## src/tli_pkg.sv

```systemverilog
// Package of constants and types for the two-level interrupt aggregator.
package tli_pkg;

  // Number of second-level register groups and their order.
  localparam int unsigned NUM_GRP = 10;
  localparam int unsigned GRP_MISC_A = 0;
  localparam int unsigned GRP_TEMP = 1;
  localparam int unsigned GRP_MODE = 2;
  localparam int unsigned GRP_BUCK_ILIM = 3;
  localparam int unsigned GRP_LIN_ILIM = 4;
  localparam int unsigned GRP_BUCK_UV = 5;
  localparam int unsigned GRP_LIN_UV = 6;
  localparam int unsigned GRP_BUCK_OV = 7;
  localparam int unsigned GRP_LIN_OV = 8;
  localparam int unsigned GRP_BUTTON = 9;

  // Register indices: group g has latch at 3g, mask at 3g+1, live at 3g+2.
  localparam logic [7:0] IDX_STRIDE = 8'h03;
  localparam logic [7:0] IDX_LAST_GRP = 8'h1d;
  localparam logic [7:0] IDX_SUMMARY = 8'h1e;

  // Summary bit positions.
  localparam int unsigned SUM_MISC_A = 0;
  localparam int unsigned SUM_MISC_B = 1;
  localparam int unsigned SUM_MODE = 2;
  localparam int unsigned SUM_ILIM = 3;
  localparam int unsigned SUM_UV = 4;
  localparam int unsigned SUM_OV = 5;
  localparam int unsigned SUM_BUTTON = 6;
  localparam int unsigned SUM_EWARN = 7;

  // Implemented latch and mask bits per group, group 9 first.
  localparam logic [NUM_GRP-1:0][7:0] LATCH_VALID = {
    8'hff, 8'h07, 8'h73, 8'h07, 8'h73, 8'h07, 8'h73, 8'h73, 8'hff, 8'hff};
  // Implemented live bits per group, group 9 first.
  localparam logic [NUM_GRP-1:0][7:0] LIVE_VALID = {
    8'h81, 8'h07, 8'h73, 8'h07, 8'h73, 8'h07, 8'h73, 8'h00, 8'hff, 8'h07};

  // Reset values.
  localparam logic [7:0] LATCH_RST = 8'h00;
  localparam logic [NUM_GRP-1:0][7:0] MASK_RST = LATCH_VALID;

  // Register access request from the device's serial register engine.
  typedef struct packed {
    logic       wr;
    logic       rd;
    logic [7:0] addr;
    logic [7:0] wdata;
  } tli_req_t;

  // Kind of register selected by an index.
  typedef enum logic [1:0] {
    TLI_SEL_LATCH,
    TLI_SEL_MASK,
    TLI_SEL_LIVE,
    TLI_SEL_NONE
  } tli_sel_t;

  // Complete state of the aggregator.
  typedef struct packed {
    logic [NUM_GRP-1:0][7:0] latch;
    logic [NUM_GRP-1:0][7:0] mask;
    logic                    ewarn;
    logic [7:0]              summary;
    logic [7:0]              rdata;
    logic                    irq_oe;
  } tli_state_t;

endpackage

```

## src/tli_irq_aggregator.sv

```systemverilog
// Two-level interrupt aggregator with event latches, masks, live bits and summary.
//
// Contract
// - A latch sets on its event, is always readable, clears on write-one.
// - A masked latch has no effect on the interrupt output.
// - An unmasked set latch holds the interrupt output low.
// - Live bits read the present level of the triggering signal.
// - Interrupt output is the OR of all unmasked latches and the early-warning bit.
// - A summary register names the group; group registers name the source.
// - A group summary bit is set only while an unmasked latch of its group is set.
// - Clearing the last unmasked latch behind a summary bit clears that bit automatically.
// - Output stays asserted while any summary bit is set.
// - Current-limit summary covers buck and linear current-limit groups.
// - Undervoltage summary covers buck and linear undervoltage groups.
// - Overvoltage summary covers buck and linear overvoltage groups.
// - Misc A, misc B, mode and button summary bits follow only their group.
// - Early-warning summary bit sets on an early-warning event.
// - Events with bypassed fault protection still latch and interrupt.
`timescale 1ns/1ps
`default_nettype none

module tli_irq_aggregator
  import tli_pkg::*;
(
  // Clock and reset.
  input  wire logic                              CLK,
  input  wire logic                              RESET_N,
  // Register access from the serial register engine.
  input  wire tli_pkg::tli_req_t                 REQ,
  output var  logic [7:0]                        RDATA,
  // Event pulses and live levels from the monitors.
  input  wire logic [tli_pkg::NUM_GRP-1:0][7:0]  EVENT,
  input  wire logic [tli_pkg::NUM_GRP-1:0][7:0]  LIVE,
  input  wire logic                              EWARN_EVENT,
  // Open-drain interrupt pin, active low.
  output var  logic                              IRQ_OUT_N,
  output var  logic                              IRQ_OE
);
  import tli_pkg::*;

  tli_state_t s_q;
  tli_state_t s_d;

  // Decodes the register kind of an index; indices past the last group select none.
  function automatic tli_sel_t sel_of(input logic [7:0] addr);
    tli_sel_t sel;
    sel = TLI_SEL_NONE;
    if (addr <= IDX_LAST_GRP)
    begin
      unique case (addr % IDX_STRIDE)
        8'h00:   sel = TLI_SEL_LATCH;
        8'h01:   sel = TLI_SEL_MASK;
        8'h02:   sel = TLI_SEL_LIVE;
        default: sel = TLI_SEL_NONE;
      endcase
    end
    return sel;
  endfunction

  // Group number of an index; only meaningful when the index selects a group register.
  function automatic logic [3:0] grp_of(input logic [7:0] addr);
    logic [7:0] g;
    g = addr / IDX_STRIDE;
    return g[3:0];
  endfunction

  // Decoded request and the unmasked pending bits of the next state.
  logic [NUM_GRP-1:0][7:0] pend_d;
  logic [NUM_GRP-1:0]      grp_pend;
  tli_sel_t                sel;
  logic [3:0]              grp;

  // Next state: latches, masks, summary and read data.
  always_comb
  begin
    s_d = s_q;
    sel = sel_of(REQ.addr);
    grp = grp_of(REQ.addr);
    // Set beats clear so an event coinciding with the clearing write survives.
    for (int g = 0; g < NUM_GRP; g++)
    begin
      if (REQ.wr && sel == TLI_SEL_LATCH && grp == 4'(g))
      begin
        s_d.latch[g] = s_q.latch[g] & ~REQ.wdata;
      end
      if (REQ.wr && sel == TLI_SEL_MASK && grp == 4'(g))
      begin
        s_d.mask[g] = REQ.wdata & LATCH_VALID[g];
      end
      // Bypassed faults still arrive as events, so nothing gates them here.
      s_d.latch[g] = (s_d.latch[g] | EVENT[g]) & LATCH_VALID[g];
    end
    if (REQ.wr && REQ.addr == IDX_SUMMARY && REQ.wdata[SUM_EWARN])
    begin
      s_d.ewarn = 1'b0;
    end
    s_d.ewarn = s_d.ewarn | EWARN_EVENT;

    // Summary follows the next latch state so pin and summary move together.
    for (int g = 0; g < NUM_GRP; g++)
    begin
      pend_d[g] = s_d.latch[g] & ~s_d.mask[g];
      grp_pend[g] = |pend_d[g];
    end
    s_d.summary[SUM_MISC_A] = grp_pend[GRP_MISC_A];
    s_d.summary[SUM_MISC_B] = grp_pend[GRP_TEMP];
    s_d.summary[SUM_MODE] = grp_pend[GRP_MODE];
    s_d.summary[SUM_ILIM] = grp_pend[GRP_BUCK_ILIM] | grp_pend[GRP_LIN_ILIM];
    s_d.summary[SUM_UV] = grp_pend[GRP_BUCK_UV] | grp_pend[GRP_LIN_UV];
    s_d.summary[SUM_OV] = grp_pend[GRP_BUCK_OV] | grp_pend[GRP_LIN_OV];
    s_d.summary[SUM_BUTTON] = grp_pend[GRP_BUTTON];
    s_d.summary[SUM_EWARN] = s_d.ewarn;
    // Group summary bits clear themselves once their latches are gone; no write is needed.
    s_d.irq_oe = |s_d.summary;

    // Read data is registered; unmapped indices read zero.
    s_d.rdata = 8'h00;
    if (REQ.rd)
    begin
      if (REQ.addr == IDX_SUMMARY)
      begin
        s_d.rdata = s_q.summary;
      end
      else
      begin
        for (int g = 0; g < NUM_GRP; g++)
        begin
          if (grp == 4'(g))
          begin
            unique case (sel)
              TLI_SEL_LATCH: s_d.rdata = s_q.latch[g];
              TLI_SEL_MASK:  s_d.rdata = s_q.mask[g];
              TLI_SEL_LIVE:  s_d.rdata = LIVE[g] & LIVE_VALID[g];
              TLI_SEL_NONE:  s_d.rdata = 8'h00;
            endcase
          end
        end
      end
    end
  end

  // State register.
  always_ff @(posedge CLK or negedge RESET_N)
  begin
    if (!RESET_N)
    begin
      s_q.latch <= {NUM_GRP{LATCH_RST}};
      s_q.mask <= MASK_RST;
      s_q.ewarn <= 1'b0;
      s_q.summary <= 8'h00;
      s_q.rdata <= 8'h00;
      s_q.irq_oe <= 1'b0;
    end
    else
    begin
      s_q <= s_d;
    end
  end

  // The pin is only ever pulled low; the board pull-up gives the high level.
  assign IRQ_OUT_N = 1'b0;
  assign IRQ_OE = s_q.irq_oe;
  assign RDATA = s_q.rdata;

  // Unmasked pending bits seen from the registered state.
  logic [NUM_GRP-1:0][7:0] pend_q;
  always_comb
  begin
    for (int g = 0; g < NUM_GRP; g++)
    begin
      pend_q[g] = s_q.latch[g] & ~s_q.mask[g];
    end
  end

  // Latch bits that a write-one request is clearing in this cycle.
  logic [NUM_GRP-1:0][7:0] clr_bits;
  always_comb
  begin
    for (int g = 0; g < NUM_GRP; g++)
    begin
      clr_bits[g] = 8'h00;
      if (REQ.wr && sel == TLI_SEL_LATCH && grp == 4'(g))
      begin
        clr_bits[g] = REQ.wdata;
      end
    end
  end
endmodule

`default_nettype wire

```

## config.mk

```make
export PLATFORM = sky130hd
export DESIGN_NAME = tli_irq_aggregator
export DESIGN_NICKNAME = d
export VERILOG_FILES = /design/src/tli_pkg.sv /design/src/tli_irq_aggregator.sv
export SDC_FILE = /design/constraint.sdc
export NUM_CORES = 1
export LEC_CHECK = 0
export BUFFER_PORTS_ARGS = -buffer_cell sky130_fd_sc_hd__buf_4
export CORE_AREA = 2 2 163 165
export DETAILED_ROUTE_END_ITERATION = 8
export DIE_AREA = 0 0 165 167
export PLACE_DENSITY = 0.66
export SYNTH_ARGS = -nofsm -noshare
export SYNTH_HDL_FRONTEND = slang
export SYNTH_SLANG_ARGS = --single-unit
```

## constraint.sdc

```tcl
create_clock -name CLK -period 2.2 [get_ports CLK]
set_input_delay 0.44 -clock CLK [delete_from_list [all_inputs] [get_ports CLK]]
set_output_delay 0.44 -clock CLK [all_outputs]
set_load 0.1 [all_outputs]
```

# After elaboration in Yosys (flattened, before gate mapping)
# Cells that the tools add are included.
# W data, S select, Z words.
# classes
div,2
n_lt_le_gt_ge,1
n_eq_ne,15
mux,45
n_bitwise,45
n_reduce_logical,39
# op_table
op,n
$pmux W8 S4,9
$mux W8,25
$not A8 Y8,11
$reduce_or A8 Y1,10
$and A8 B8 Y8,6
$reduce_or A36 Y1,1
$and A7 B8 Y8,4
$and A7 B7 Y7,4
$mux W7,4
$or A7 B7 Y7,4
$and A3 B8 Y8,3
$logic_and A1 B1 Y1,24
$or A8 B8 Y8,3
$pmux W8 S3,1
$eq A4 B3 Y1 const B,4
$and A3 B3 Y3,3
$mux W3,3
$or A3 B3 Y3,3
$div A8 B2 Y8 const B,1
$eq A4 B2 Y1 const B,2
$eq A4 B4 Y1 const B,2
$eq A8 B1 Y1 const B,1
$eq A8 B2 Y1 const B,1
$eq A8 B5 Y1 const B,1
other kinds (13),17
# totals
regBits,151
input_bits,181
output_inout_bits,10

# Depth between registers and ports, before layout
# Gate-level depths: netlist (run 1).
# depth
depth_word,18
depth_mapped,28

# Least setup slack after synthesis (run 1)
# Ideal clock, no wire load.
# synth_path
kind,input-to-reg
from,in REQ[11] in the netlist's numbering
to,"reg s_q, in the netlist IRQ_OE"
setup_ns,0.139
arrival_time_ns,5.559
required_time_ns,2.061
slack_ns,-3.497
path_stages,23
path_buffers,3
cell_sequence,buf_4 -> nor3_1 -> a2bb2oi_2 -> a22oi_1 -> nor3_1 -> inv_1 -> ha_1 -> a21o_1 -> nor4_2 -> a21oi_1 -> inv_1 -> ha_1 -> o31a_1 -> a211o_1 -> buf_4 -> mux2_2 -> buf_4 -> nand2_2 -> nor2_1 -> mux2i_1 -> a221o_1 -> or4_1 -> or4_1
# synth_lines
element,line,text
"start, declared",tli_irq_aggregator.sv:29,"input wire tli_pkg::tli_req_t REQ,"
"end, declared",tli_irq_aggregator.sv:41,tli_state_t s_q;

==> results of run 1 <==
[worst reg2reg max path, cell delays in order (launching register included)]
cell and delay (ns):
dfstp_2 0.56, a21oi_1 0.08, a22o_1 0.20, or4_4 0.49
or4_1 0.47, or4_1 0.48
[logic make-up (layout without fill, tap and decap cells)]
logic type	Yosys count	in the layout	synth area share
other	1	1	0.000420
AO/OA/AOI/OAI	312	312	0.257
AND/OR/NAND/NOR	308	308	0.182
XOR/XNOR	5	5	0.00700
buffers and inverters	123	595	0.0620
multiplexers	51	51	0.0615
flip-flops	150	150	0.428
adder cells (fa/ha/maj)	2	2	0.00280
[power breakdown]
part	internal, W	switching, W	total [W]
registers	0.00286	0.0000487	0.00291
logic	0.00142	0.00173	0.00315
clock network	0.00175	0.00120	0.00295
total	0.00603	0.00298	0.00901
[cell usage in the layout, fill, tap and decap left out, types with 7 or more instances in the layout]
| cell type | count |
|---|---|
| a222oi_1 | 16 |
| nand4_1 | 20 |
| buf_6 | 103 |
| dfrtp_1 | 97 |
| o21ai_0 | 21 |
| nor2_1 | 30 |
| mux2_4 | 23 |
| nand3_1 | 23 |
| nand2b_1 | 9 |
| mux2i_1 | 9 |
| nor2b_1 | 27 |
| a22oi_1 | 10 |
| o21ai_1 | 7 |
| nor2_4 | 8 |
| a21oi_2 | 25 |
| a31oi_1 | 8 |
| and2_1 | 7 |
| a41oi_2 | 9 |
| a21oi_4 | 12 |
| clkbuf_16 | 19 |
| dfstp_2 | 53 |
| buf_4 | 369 |
| mux2i_4 | 10 |
| nand3_4 | 9 |
| inv_1 | 36 |
| nor3_1 | 17 |
| o21ai_2 | 9 |
| nor3_4 | 11 |
| buf_8 | 9 |
| nand3_2 | 10 |
| a21o_1 | 24 |
| a221o_1 | 11 |
| nand2_2 | 9 |
| nor2_2 | 11 |
| a221oi_1 | 10 |
| nand2_1 | 58 |
| buf_12 | 24 |
| inv_2 | 14 |
| a21oi_1 | 31 |
[through the flow]
step           setup TNS [ns]   util  instances  worst slack, ns  cell area [um^2]
3_3_place_gp          -284.09  0.488       1612            -3.14             12600
6_report              -228.92  0.615       1759            -2.73             15900
2_1_floorplan         -259.65      -        952            -3.00              9420
4_1_cts               -206.65  0.585       1741            -2.59             15100
3_5_place_dp          -294.98  0.488       1612            -3.23             12600
5_1_grt               -249.83  0.615       1759            -2.87             15900
[routing by layer]
layer | part of all wire | vias to the layer above | track usage
met4 | 0.054 | 0 | 0.133
met1 | 0.38 | 5287 | 0.382
met3 | 0.11 | 195 | 0.0869
met5 | 0 | - | 0
li1 | - | 4524 | -
met2 | 0.46 | 755 | 0.465
[repair_timing]
item	in CTS	in global routing
endpoints found under the hold margin	23	0
hold buffers	1	0
endpoints found under the setup margin	149	149
buffers inserted	108	49
pin swaps	109	80
resized for setup	257	151
cloned	6	1
[layout make-up]
class	instances	area, um^2	share of cell area
Multi-Input combinational cell	679	6120	0.386
Sequential cell	150	3820	0.241
Timing Repair Buffer	512	4720	0.298
Inverter	52	195	0.0123
Clock inverter	9	103	0.00647
Tap cell	335	419	0.0264
Clock buffer	22	474	0.0299
[state kept, by name, indices dropped and copies added, names as in the netlist]
name    flops
RDATA       8
IRQ_OE      1
s_q       141
[path summary, 6_finish.rpt]
path,to,from,slack [ns],cells after the start
hold reg to reg,s_q[31]$_DFF_PN1_,s_q[31]$_DFF_PN1_,0.48,2
hold / removal,s_q[128]$_DFF_PN0_,EVENT[30],0.20,3
max in group asynchronous,s_q[27]$_DFF_PN1_,RESET_N,0.99,3
setup reg to reg,IRQ_OE$_DFF_PN0_,s_q[95]$_DFF_PN1_,-0.21,5
min in group asynchronous,s_q[148]$_DFF_PN0_,RESET_N,0.50,2
setup / recovery,IRQ_OE$_DFF_PN0_,REQ[12],-2.73,25
==> qor.yml, run 1 <==
logic_synthesis:
  synth.top_cells.by_count: "97 x dfrtp_1, 73 x nand2_1, 68 x a21oi_1, 53 x dfstp_2, 50 x inv_1"
  postSynthNetCount: 1135
  netlist_instances: 952
  synth_area_um2: 8930
  synth_top_area_cell: "dfrtp_1"
  yosys_warnings: 0
  synth.top_cell.area_share: 0.272
  yosys-top-cells-area: "dfrtp_1 27%, dfstp_2 16%, a21oi_1 3.8%"
  synth_edf_count: 0
  yosysMostFrequentCell: "dfrtp_1"
  yosys_most_used_dff: "dfrtp_1"
  synthArstFlopShare: 1.00
  ys_seq_elements: 150
  synth_seq_area_share: 0.428
  ys_types: 90
  avgSynthCellArea_um2: 9.38
pwr:
  peakVddDrop_mv: 0.582
  p_total_w: 0.00901
  power.density_nw_per_um2: 569
  p_leak_nw: 6.67
setup_path:
  cp-end-kind: "flip-flop"
  cp_num_buf_inv: 5
  cp_max_fo: 6
  cp-start-kind: "primary input"
  slowest_stage: "or4_1"
  cpPeakStageDelay_ns: 0.48
  cp.arrival_ns: 5.23
  critPathKind: "primary input to flip-flop"
  cp_top_family: "compound AO/OA/AOI/OAI gates"
  crit_required_ns: 2.50
clocking:
  clock_latency_ns: 0.44
  cts.path.max_buffers: 2
  ctsHtreeMaxLevel: 4
  numClockSinks: 150
  cts-root-buf: "clkbuf_16"
  cts_buffers: 17
  path_clk_slew_ns: 0.06
  cts_tree: "built"
finish:
  diodes: 0
  fill_cells: 1921
  layout-drive-gt1-share: 0.605
  final_nets: 1595
  area_growth_pct: 77.4
timing:
  relSlewSlack: 0.573
  fin_ws_ns: -2.73
  clock-skew-final_ns: 0.0103
  clock.fmax_mhz: 203
  post-route-min-period_ns: 4.93
  tightest_slew_ns: 0.624
  period_share: 2.24
  final_max_slew_viol_count: 0
  fin_hold_ws_ns: 0.199
  finalSetupViolations: 149
  rsz0062_at_grt: "yes"
  hold_viol: 0
run_status:
  status: "finished, violations left"
  violations: "negative setup slack"
routing:
  drcViolationCount: 0
  first_pass_iters: 9
  routed_wl_mm: 43.8
  wire_per_inst_um: 24.9
  vias_per_cell: 6.12
  drtAntennaViolNets: 0
  vias: 10800
  drt-initial-drc-count: 1403
grt:
  gr-total-overflow: 0
  antenna_found_initial: 0
  first_global_vias: 10700
  grt_pass1_wl_mm: 62.1
  grt.total_usage: 0.298
  grt_max_degree: 41
floorplanning:
  fp.dieH_um: 167
  core_area_um2: 25800
  rows: 59
  dieWidth_um: 165
  dieArea_um2: 27600
  start_util: 0.347
  pin_count: 191
min_path:
  min_path_type: "primary input to flip-flop"
place:
  dp_hpwl_mm: 28.3
  gp_congestion: 0.959
  port_buffers: 119
job:
  maxCapViolCount: 0
Note: power is estimated with default switching activity, not from simulation.
==> run 2, diff against run 1 <==
Settings changed: CORE_AREA 2 2 163 165 to 2 2 193 195, DIE_AREA 0 0 165 167 to 0 0 195 197, PLACE_DENSITY 0.66 to 0.53.
==> qor.yml, run 2 (synthesis results as in run 1) <==
clocking:
  cts_buffers: 17  # unchanged
  ctsHtreeMaxLevel: 4  # unchanged
  numClockSinks: 150  # unchanged
  path_clk_slew_ns: 0.07  # was 0.06 ns
  cts-root-buf: "clkbuf_16"  # unchanged
  cts_tree: "built"  # unchanged
  clock_latency_ns: 0.45  # was 0.44 ns
  cts.path.max_buffers: 2  # unchanged
place:
  gp_congestion: 0.908  # was 0.959
  place_ws_ns: -3.22  # was -3.23 ns
  dp_hpwl_mm: 30.5  # was 28.3 mm
  port_buffers: 119  # unchanged
  place_inst: 1740  # was 1612
timing:
  hold_viol: 0  # unchanged
  final_max_slew_viol_count: 0  # unchanged
  period_share: 2.19  # was 2.24
  fin_ws_ns: -2.61  # was -2.73 ns
  relSlewSlack: 0.609  # was 0.573
  post-route-min-period_ns: 4.81  # was 4.93 ns
  tightest_slew_ns: 0.582  # was 0.624 ns
  fin_hold_ws_ns: 0.187  # was 0.199 ns
  clock-skew-final_ns: 0.0118  # was 0.0103 ns
  rsz0062_at_grt: "yes"  # unchanged
  finalSetupViolations: 149  # unchanged
  clock.fmax_mhz: 208  # was 203 MHz
grt:
  grt-busiest-layer: "met2"  # unchanged
  antenna_found_initial: 1  # was 0
  met2_usage: 0.350  # was 0.465
  gr-total-overflow: 0  # unchanged
  first_global_vias: 10100  # was 10700
  grt_pass1_wl_mm: 61.4  # was 62.1 mm
  use_met1: 0.272  # was 0.382
  grt.total_usage: 0.212  # was 0.298
  grt_max_degree: 51  # was 41
  met3_usage: 0.0503  # was 0.0869
pwr:
  peakVddDrop_mv: 0.593  # was 0.582 mV
  power.density_nw_per_um2: 576  # was 569 nW/um^2
  swShare: 0.348  # was 0.331
  p_comb_frac: 0.352  # was 0.349
  clkPwrFrac: 0.328  # was 0.327
  p_leak_nw: 6.46  # was 6.67 nW
  p_seq_frac: 0.320  # was 0.323
  p_int_w: 0.00593  # was 0.00603 W
  power_switching_w: 0.00316  # was 0.00298 W
min_path:
  min_path_type: "primary input to flip-flop"  # unchanged
setup_path:
  crit_chain: "buf_8, and4_1, o21ai_1, a22oi_2, nor3_2, inv_2, ha_4, a21o_1, nor4_4, a21oi_2, inv_2, ha_4, nor2_4, o41ai_2, o31a_1, a211o_4, buf_6, a22oi_2, o41a_1, o221ai_2, o2111ai_1, or4_4, or4_1, or4_1"
  crit_required_ns: 2.52  # was 2.50 ns
  cpPeakStageDelay_ns: 0.48  # about the same
  cp.arrival_ns: 5.13  # was 5.23 ns
  cp_num_buf_inv: 4  # was 5
  slowest_stage: "or4_1"  # unchanged
  cp-start-kind: "primary input"  # unchanged
  cp_top_family: "compound AO/OA/AOI/OAI gates"  # unchanged
  cp-end-kind: "flip-flop"  # unchanged
  critPathKind: "primary input to flip-flop"  # unchanged
  cp_max_fo: 9  # was 6
finish:
  final_common_cell: "buf_4"  # unchanged
  top_register: "s_q"  # unchanged
  final_util: 0.435  # was 0.615
  final_nets: 1567  # was 1595
  fill_cells: 3450  # was 1921
  layout_common_cells: "368 x buf_4, 97 x dfrtp_1, 76 x buf_6, 59 x nand2_1, 53 x dfstp_2"  # was 369 x buf_4, 103 x buf_6, 97 x dfrtp_1, 58 x nand2_1, 53 x dfstp_2
  stdcell_count: 1866  # was 1759
  area_growth_pct: 76.5  # was 77.4%
  largest_reg_flops: 141  # unchanged
  layout-drive-gt1-share: 0.598  # was 0.605
floorplanning:
  fp.dieH_um: 197  # was 167 um
  pin_count: 191  # unchanged
  core_area_um2: 36300  # was 25800 um^2
  dieWidth_um: 195  # was 165 um
  start_util: 0.246  # was 0.347
  dieArea_um2: 38400  # was 27600 um^2
  rows: 70  # was 59
routing:
  vias: 10100  # was 10800
  vias_per_cell: 5.40  # was 6.12
  routed_wl_mm: 42.0  # was 43.8 mm
  wire_per_inst_um: 22.5  # was 24.9 um
  drtAntennaViolNets: 0  # unchanged
  drcViolationCount: 0  # unchanged
  first_pass_iters: 8  # was 9
  drt-initial-drc-count: 938  # was 1403
job:
  maxCapViolCount: 0  # unchanged
run_status:
  status: "finished, violations left"  # unchanged
  violations: "negative setup slack"  # unchanged
## run 2: path summary, 6_finish.rpt
| path | depth (start not counted) | start | slack, ns | end |
|---|---|---|---|---|
| setup / recovery | 24 | REQ[10] | -2.61 | IRQ_OE$_DFF_PN0_ |
| setup reg to reg | 7 | s_q[174]$_DFF_PN0_ | -0.18 | IRQ_OE$_DFF_PN0_ |
| max in group asynchronous | 3 | RESET_N | 1.02 | s_q[34]$_DFF_PN1_ |
| min in group asynchronous | 2 | RESET_N | 0.48 | RDATA[6]$_DFF_PN0_ |
| hold reg to reg | 2 | s_q[30]$_DFF_PN1_ | 0.48 | s_q[30]$_DFF_PN1_ |
| hold / removal | 3 | EVENT[28] | 0.19 | s_q[126]$_DFF_PN0_ |
## run 2: power groups by stage
stage	Sequential, W	Clock (W)	Combinational [W]
6_report	0.00291	0.00299	0.00320
5_1_grt	0.00291	0.00314	0.00333
4_1_cts	0.00290	0.00302	0.00298
3_5_place_dp	0.00294	0	0.00238
3_3_place_gp	0.00294	0	0.00237
2_1_floorplan	0.00293	0	0.00119
## run 2: timing repair
| action | in CTS | in global routing |
|---|---|---|
| setup buffers | 92 | 42 |
| hold endpoints to repair | 27 | 0 |
| pin swaps | 115 | 75 |
| hold buffers | 1 | 0 |
| setup endpoints to repair | 149 | 149 |
| gates resized for setup | 259 | 140 |
| cloned | 1 | 2 |
## run 2: layer usage
layer | up-vias | routed length (um)
li1 | 4489 | -
met1 | 5056 | 17400
met2 | 462 | 20000
met3 | 77 | 3280
met4 | 0 | 1270
met5 | - | 0
## run 2: final cells by class
| cell class | instances | area, um^2 | area share |
|---|---|---|---|
| well taps | 468 | 586 | 0.0371 |
| clock inverters | 15 | 161 | 0.0102 |
| repair buffers | 484 | 4380 | 0.278 |
| clock buffers | 17 | 425 | 0.0270 |
| diodes | 1 | 2.50 | 0.000159 |
| inverters | 52 | 195 | 0.0124 |
| multi-input cells | 679 | 6200 | 0.393 |
| flip-flops and latches | 150 | 3820 | 0.242 |
## run 2: worst reg2reg max path, delay by kind of cell (launching register included)
kind            cells  cell delay, ns
simple gates        3            1.32
compound gates      3            0.42
flops               1            0.41
buf+inv             1            0.10
## run 2: through the flow
stage / power, W / TNS, ns / cell area (um^2)
CTS: 0.00890 / -198.69 / 15100
finish: 0.00909 / -210.66 / 15800
global route: 0.00938 / -233.28 / 15800
global placement: 0.00532 / -288.21 / 12700
detailed placement: 0.00532 / -292.07 / 12700
floorplan: 0.00412 / -259.65 / 9420
==> run 3, diff against run 2 <==
Settings changed: CORE_AREA 2 2 193 195 to 2 2 229 164, CTS_BUF_LIST set to sky130_fd_sc_hd__clkbuf_16, DIE_AREA 0 0 195 197 to 0 0 231 166.
==> qor.yml, run 3 (synthesis results as in run 1) <==
setup_path:
  timing.rr.end: "IRQ_OE$_DFF_PN0_"  # unchanged
  reg2reg_from: "s_q[95]$_DFF_PN1_"  # was s_q[174]$_DFF_PN0_
  cp.arrival_ns: 5.20  # was 5.13 ns
  cp_max_fo: 8  # was 9
  ff2ff_path_depth: 5  # was 7
  reg2reg_slack_ns: -0.23  # was -0.18 ns
  critPathKind: "primary input to flip-flop"  # unchanged
  startpoint: "REQ[12]"  # was REQ[10]
  cp-start-kind: "primary input"  # unchanged
  cp-end-kind: "flip-flop"  # unchanged
  crit_required_ns: 2.52  # about the same
  worstSetupEndpoint: "IRQ_OE$_DFF_PN0_"  # unchanged
clocking:
  cts_tree: "built"  # unchanged
  clock_latency_ns: 0.45  # about the same
  numClockSinks: 150  # unchanged
  ctsHtreeMaxLevel: 4  # unchanged
  cts-root-buf: "clkbuf_16"  # unchanged
  cts_buffers: 17  # unchanged
  path_clk_slew_ns: 0.06  # was 0.07 ns
  cts.path.max_buffers: 2  # unchanged
pwr:
  p_total_w: 0.00936  # was 0.00909 W
  p_seq_frac: 0.311  # was 0.320
  power.density_nw_per_um2: 592  # was 576 nW/um^2
  p_comb_frac: 0.343  # was 0.352
  peakVddDrop_mv: 0.536  # was 0.593 mV
  power_switching_w: 0.00304  # was 0.00316 W
  swShare: 0.325  # was 0.348
  p_int_w: 0.00632  # was 0.00593 W
  clkPwrFrac: 0.346  # was 0.328
  p_leak_nw: 6.50  # was 6.46 nW
timing:
  post-route-min-period_ns: 4.89  # was 4.81 ns
  hold_viol: 0  # unchanged
  period_share: 2.22  # was 2.19
  tightest_slew_ns: 0.653  # was 0.582 ns
  relSlewSlack: 0.558  # was 0.609
  fin_ws_ns: -2.69  # was -2.61 ns
  final_max_slew_viol_count: 0  # unchanged
  rsz0062_at_grt: "yes"  # unchanged
  clock-skew-final_ns: 0.0111  # was 0.0118 ns
  finalSetupViolations: 149  # unchanged
  clock.fmax_mhz: 205  # was 208 MHz
min_path:
  min_delay_path_depth: 3  # unchanged
  min_path_type: "primary input to flip-flop"  # unchanged
job:
  maxCapViolCount: 0  # unchanged
routing:
  drtAntennaViolNets: 0  # unchanged
  vias: 10000  # was 10100
  routed_wl_mm: 42.5  # was 42.0 mm
  first_pass_iters: 6  # was 8
  drt-initial-drc-count: 997  # was 938
  wire_per_inst_um: 22.4  # was 22.5 um
  drcViolationCount: 0  # unchanged
  vias_per_cell: 5.28  # was 5.40
run_status:
  violations: "negative setup slack"  # unchanged
  status: "finished, violations left"  # unchanged
floorplanning:
  dieWidth_um: 231  # was 195 um
  start_util: 0.246  # about the same
  fp.dieH_um: 166  # was 197 um
  rows: 59  # was 70
  core_area_um2: 36300  # about the same
  dieArea_um2: 38300  # was 38400 um^2
  pin_count: 191  # unchanged
place:
  gp_congestion: 0.942  # was 0.908
  port_buffers: 119  # unchanged
  dp_hpwl_mm: 31.8  # was 30.5 mm
finish:
  final_nets: 1584  # was 1567
  largest_reg_flops: 141  # unchanged
  area_growth_pct: 77.0  # was 76.5%
  layout-drive-gt1-share: 0.592  # was 0.598
  final_util: 0.435  # about the same
  fill_cells: 3475  # was 3450
  layout_common_cells: "397 x buf_4, 97 x dfrtp_1, 70 x buf_6, 59 x nand2_1, 53 x dfstp_2"  # was 368 x buf_4, 97 x dfrtp_1, 76 x buf_6, 59 x nand2_1, 53 x dfstp_2
  top_register: "s_q"  # unchanged
  final_common_cell: "buf_4"  # unchanged
grt:
  first_global_vias: 9904  # was 10100
  gr-total-overflow: 0  # unchanged
  grt.total_usage: 0.217  # was 0.212
  grt_pass1_wl_mm: 62.3  # was 61.4 mm
  antenna_found_initial: 0  # was 1
  grt_max_degree: 56  # was 51
## run 3: layer usage
| metal | GRT usage | wire length [um] |
|---|---|---|
| met5 | 0 | 0 |
| met4 | 0.0482 | 480 |
| met3 | 0.0627 | 3640 |
| met2 | 0.312 | 18600 |
| met1 | 0.317 | 19900 |
## run 3: layout make-up
class / count / area, um^2 / area share
Clock buffer: 17 / 425 / 0.0269
Inverter: 52 / 195 / 0.0123
Sequential cell: 150 / 3820 / 0.242
Tap cell: 488 / 611 / 0.0386
Multi-Input combinational cell: 680 / 6140 / 0.388
Clock inverter: 15 / 215 / 0.0136
Antenna cell: 1 / 2.50 / 0.000158
Timing Repair Buffer: 500 / 4410 / 0.279
## run 3: repair_timing
action | in CTS | in global routing
setup endpoints to repair | 149 | 149
pin swaps | 76 | 70
cloned | 1 | 2
hold endpoints to repair | 33 | 0
resized for setup | 189 | 145
hold buffers | 1 | 0
setup buffers | 57 | 37
## run 3: worst max-delay path: stages
cell      delay (ns)
buf_12          0.11
buf_8           0.12
or3b_4          0.38
o21ai_4         0.07
o21a_1          0.22
nor3_4          0.07
inv_2           0.08
ha_4            0.15
a21o_1          0.16
nor4_4          0.06
a21oi_2         0.16
inv_2           0.07
ha_4            0.17
nor2_4          0.08
o41ai_2         0.07
o31a_1          0.18
a211o_4         0.34
buf_4           0.15
mux2_4          0.34
buf_6           0.14
nand4_1         0.12
mux2_4          0.19
o211ai_1        0.09
a221o_1         0.35
or4_1           0.42
or4_1           0.47
## run 3: per-stage QoR
stage                     hold WS [ns]  setup slack, ns  std cells  TNS [ns]  area (um^2)
after floorplan                  0.144            -3.00        952   -259.65         9420
after detailed placement         0.458            -3.25       1797   -299.21        13000
after global routing             0.162            -2.80       1902   -232.96        15800
after CTS                        0.146            -2.57       1877   -198.15        14800
after global placement           0.454            -3.21       1797   -292.19        13000
final                            0.170            -2.69       1903   -219.01        15800
## run 3: how the worst min path moves through the flow
stage                               to  startpoint  slack, ns
floorplan             IRQ_OE$_DFF_PN0_     RESET_N       0.14
global placement    s_q[122]$_DFF_PN0_     RESET_N       0.45
detailed placement  s_q[122]$_DFF_PN0_     RESET_N       0.46
CTS                 s_q[138]$_DFF_PN0_   EVENT[40]       0.15
global route        s_q[138]$_DFF_PN0_   EVENT[40]       0.16
finish              s_q[138]$_DFF_PN0_   EVENT[40]       0.17
## run 3: power groups by stage
stage               Clock, W  Sequential, W  Combinational, W
finish               0.00324        0.00291           0.00321
global route         0.00343        0.00291           0.00336
CTS                  0.00330        0.00290           0.00287
detailed placement         0        0.00294           0.00250
global placement           0        0.00294           0.00250
floorplan                  0        0.00293           0.00119
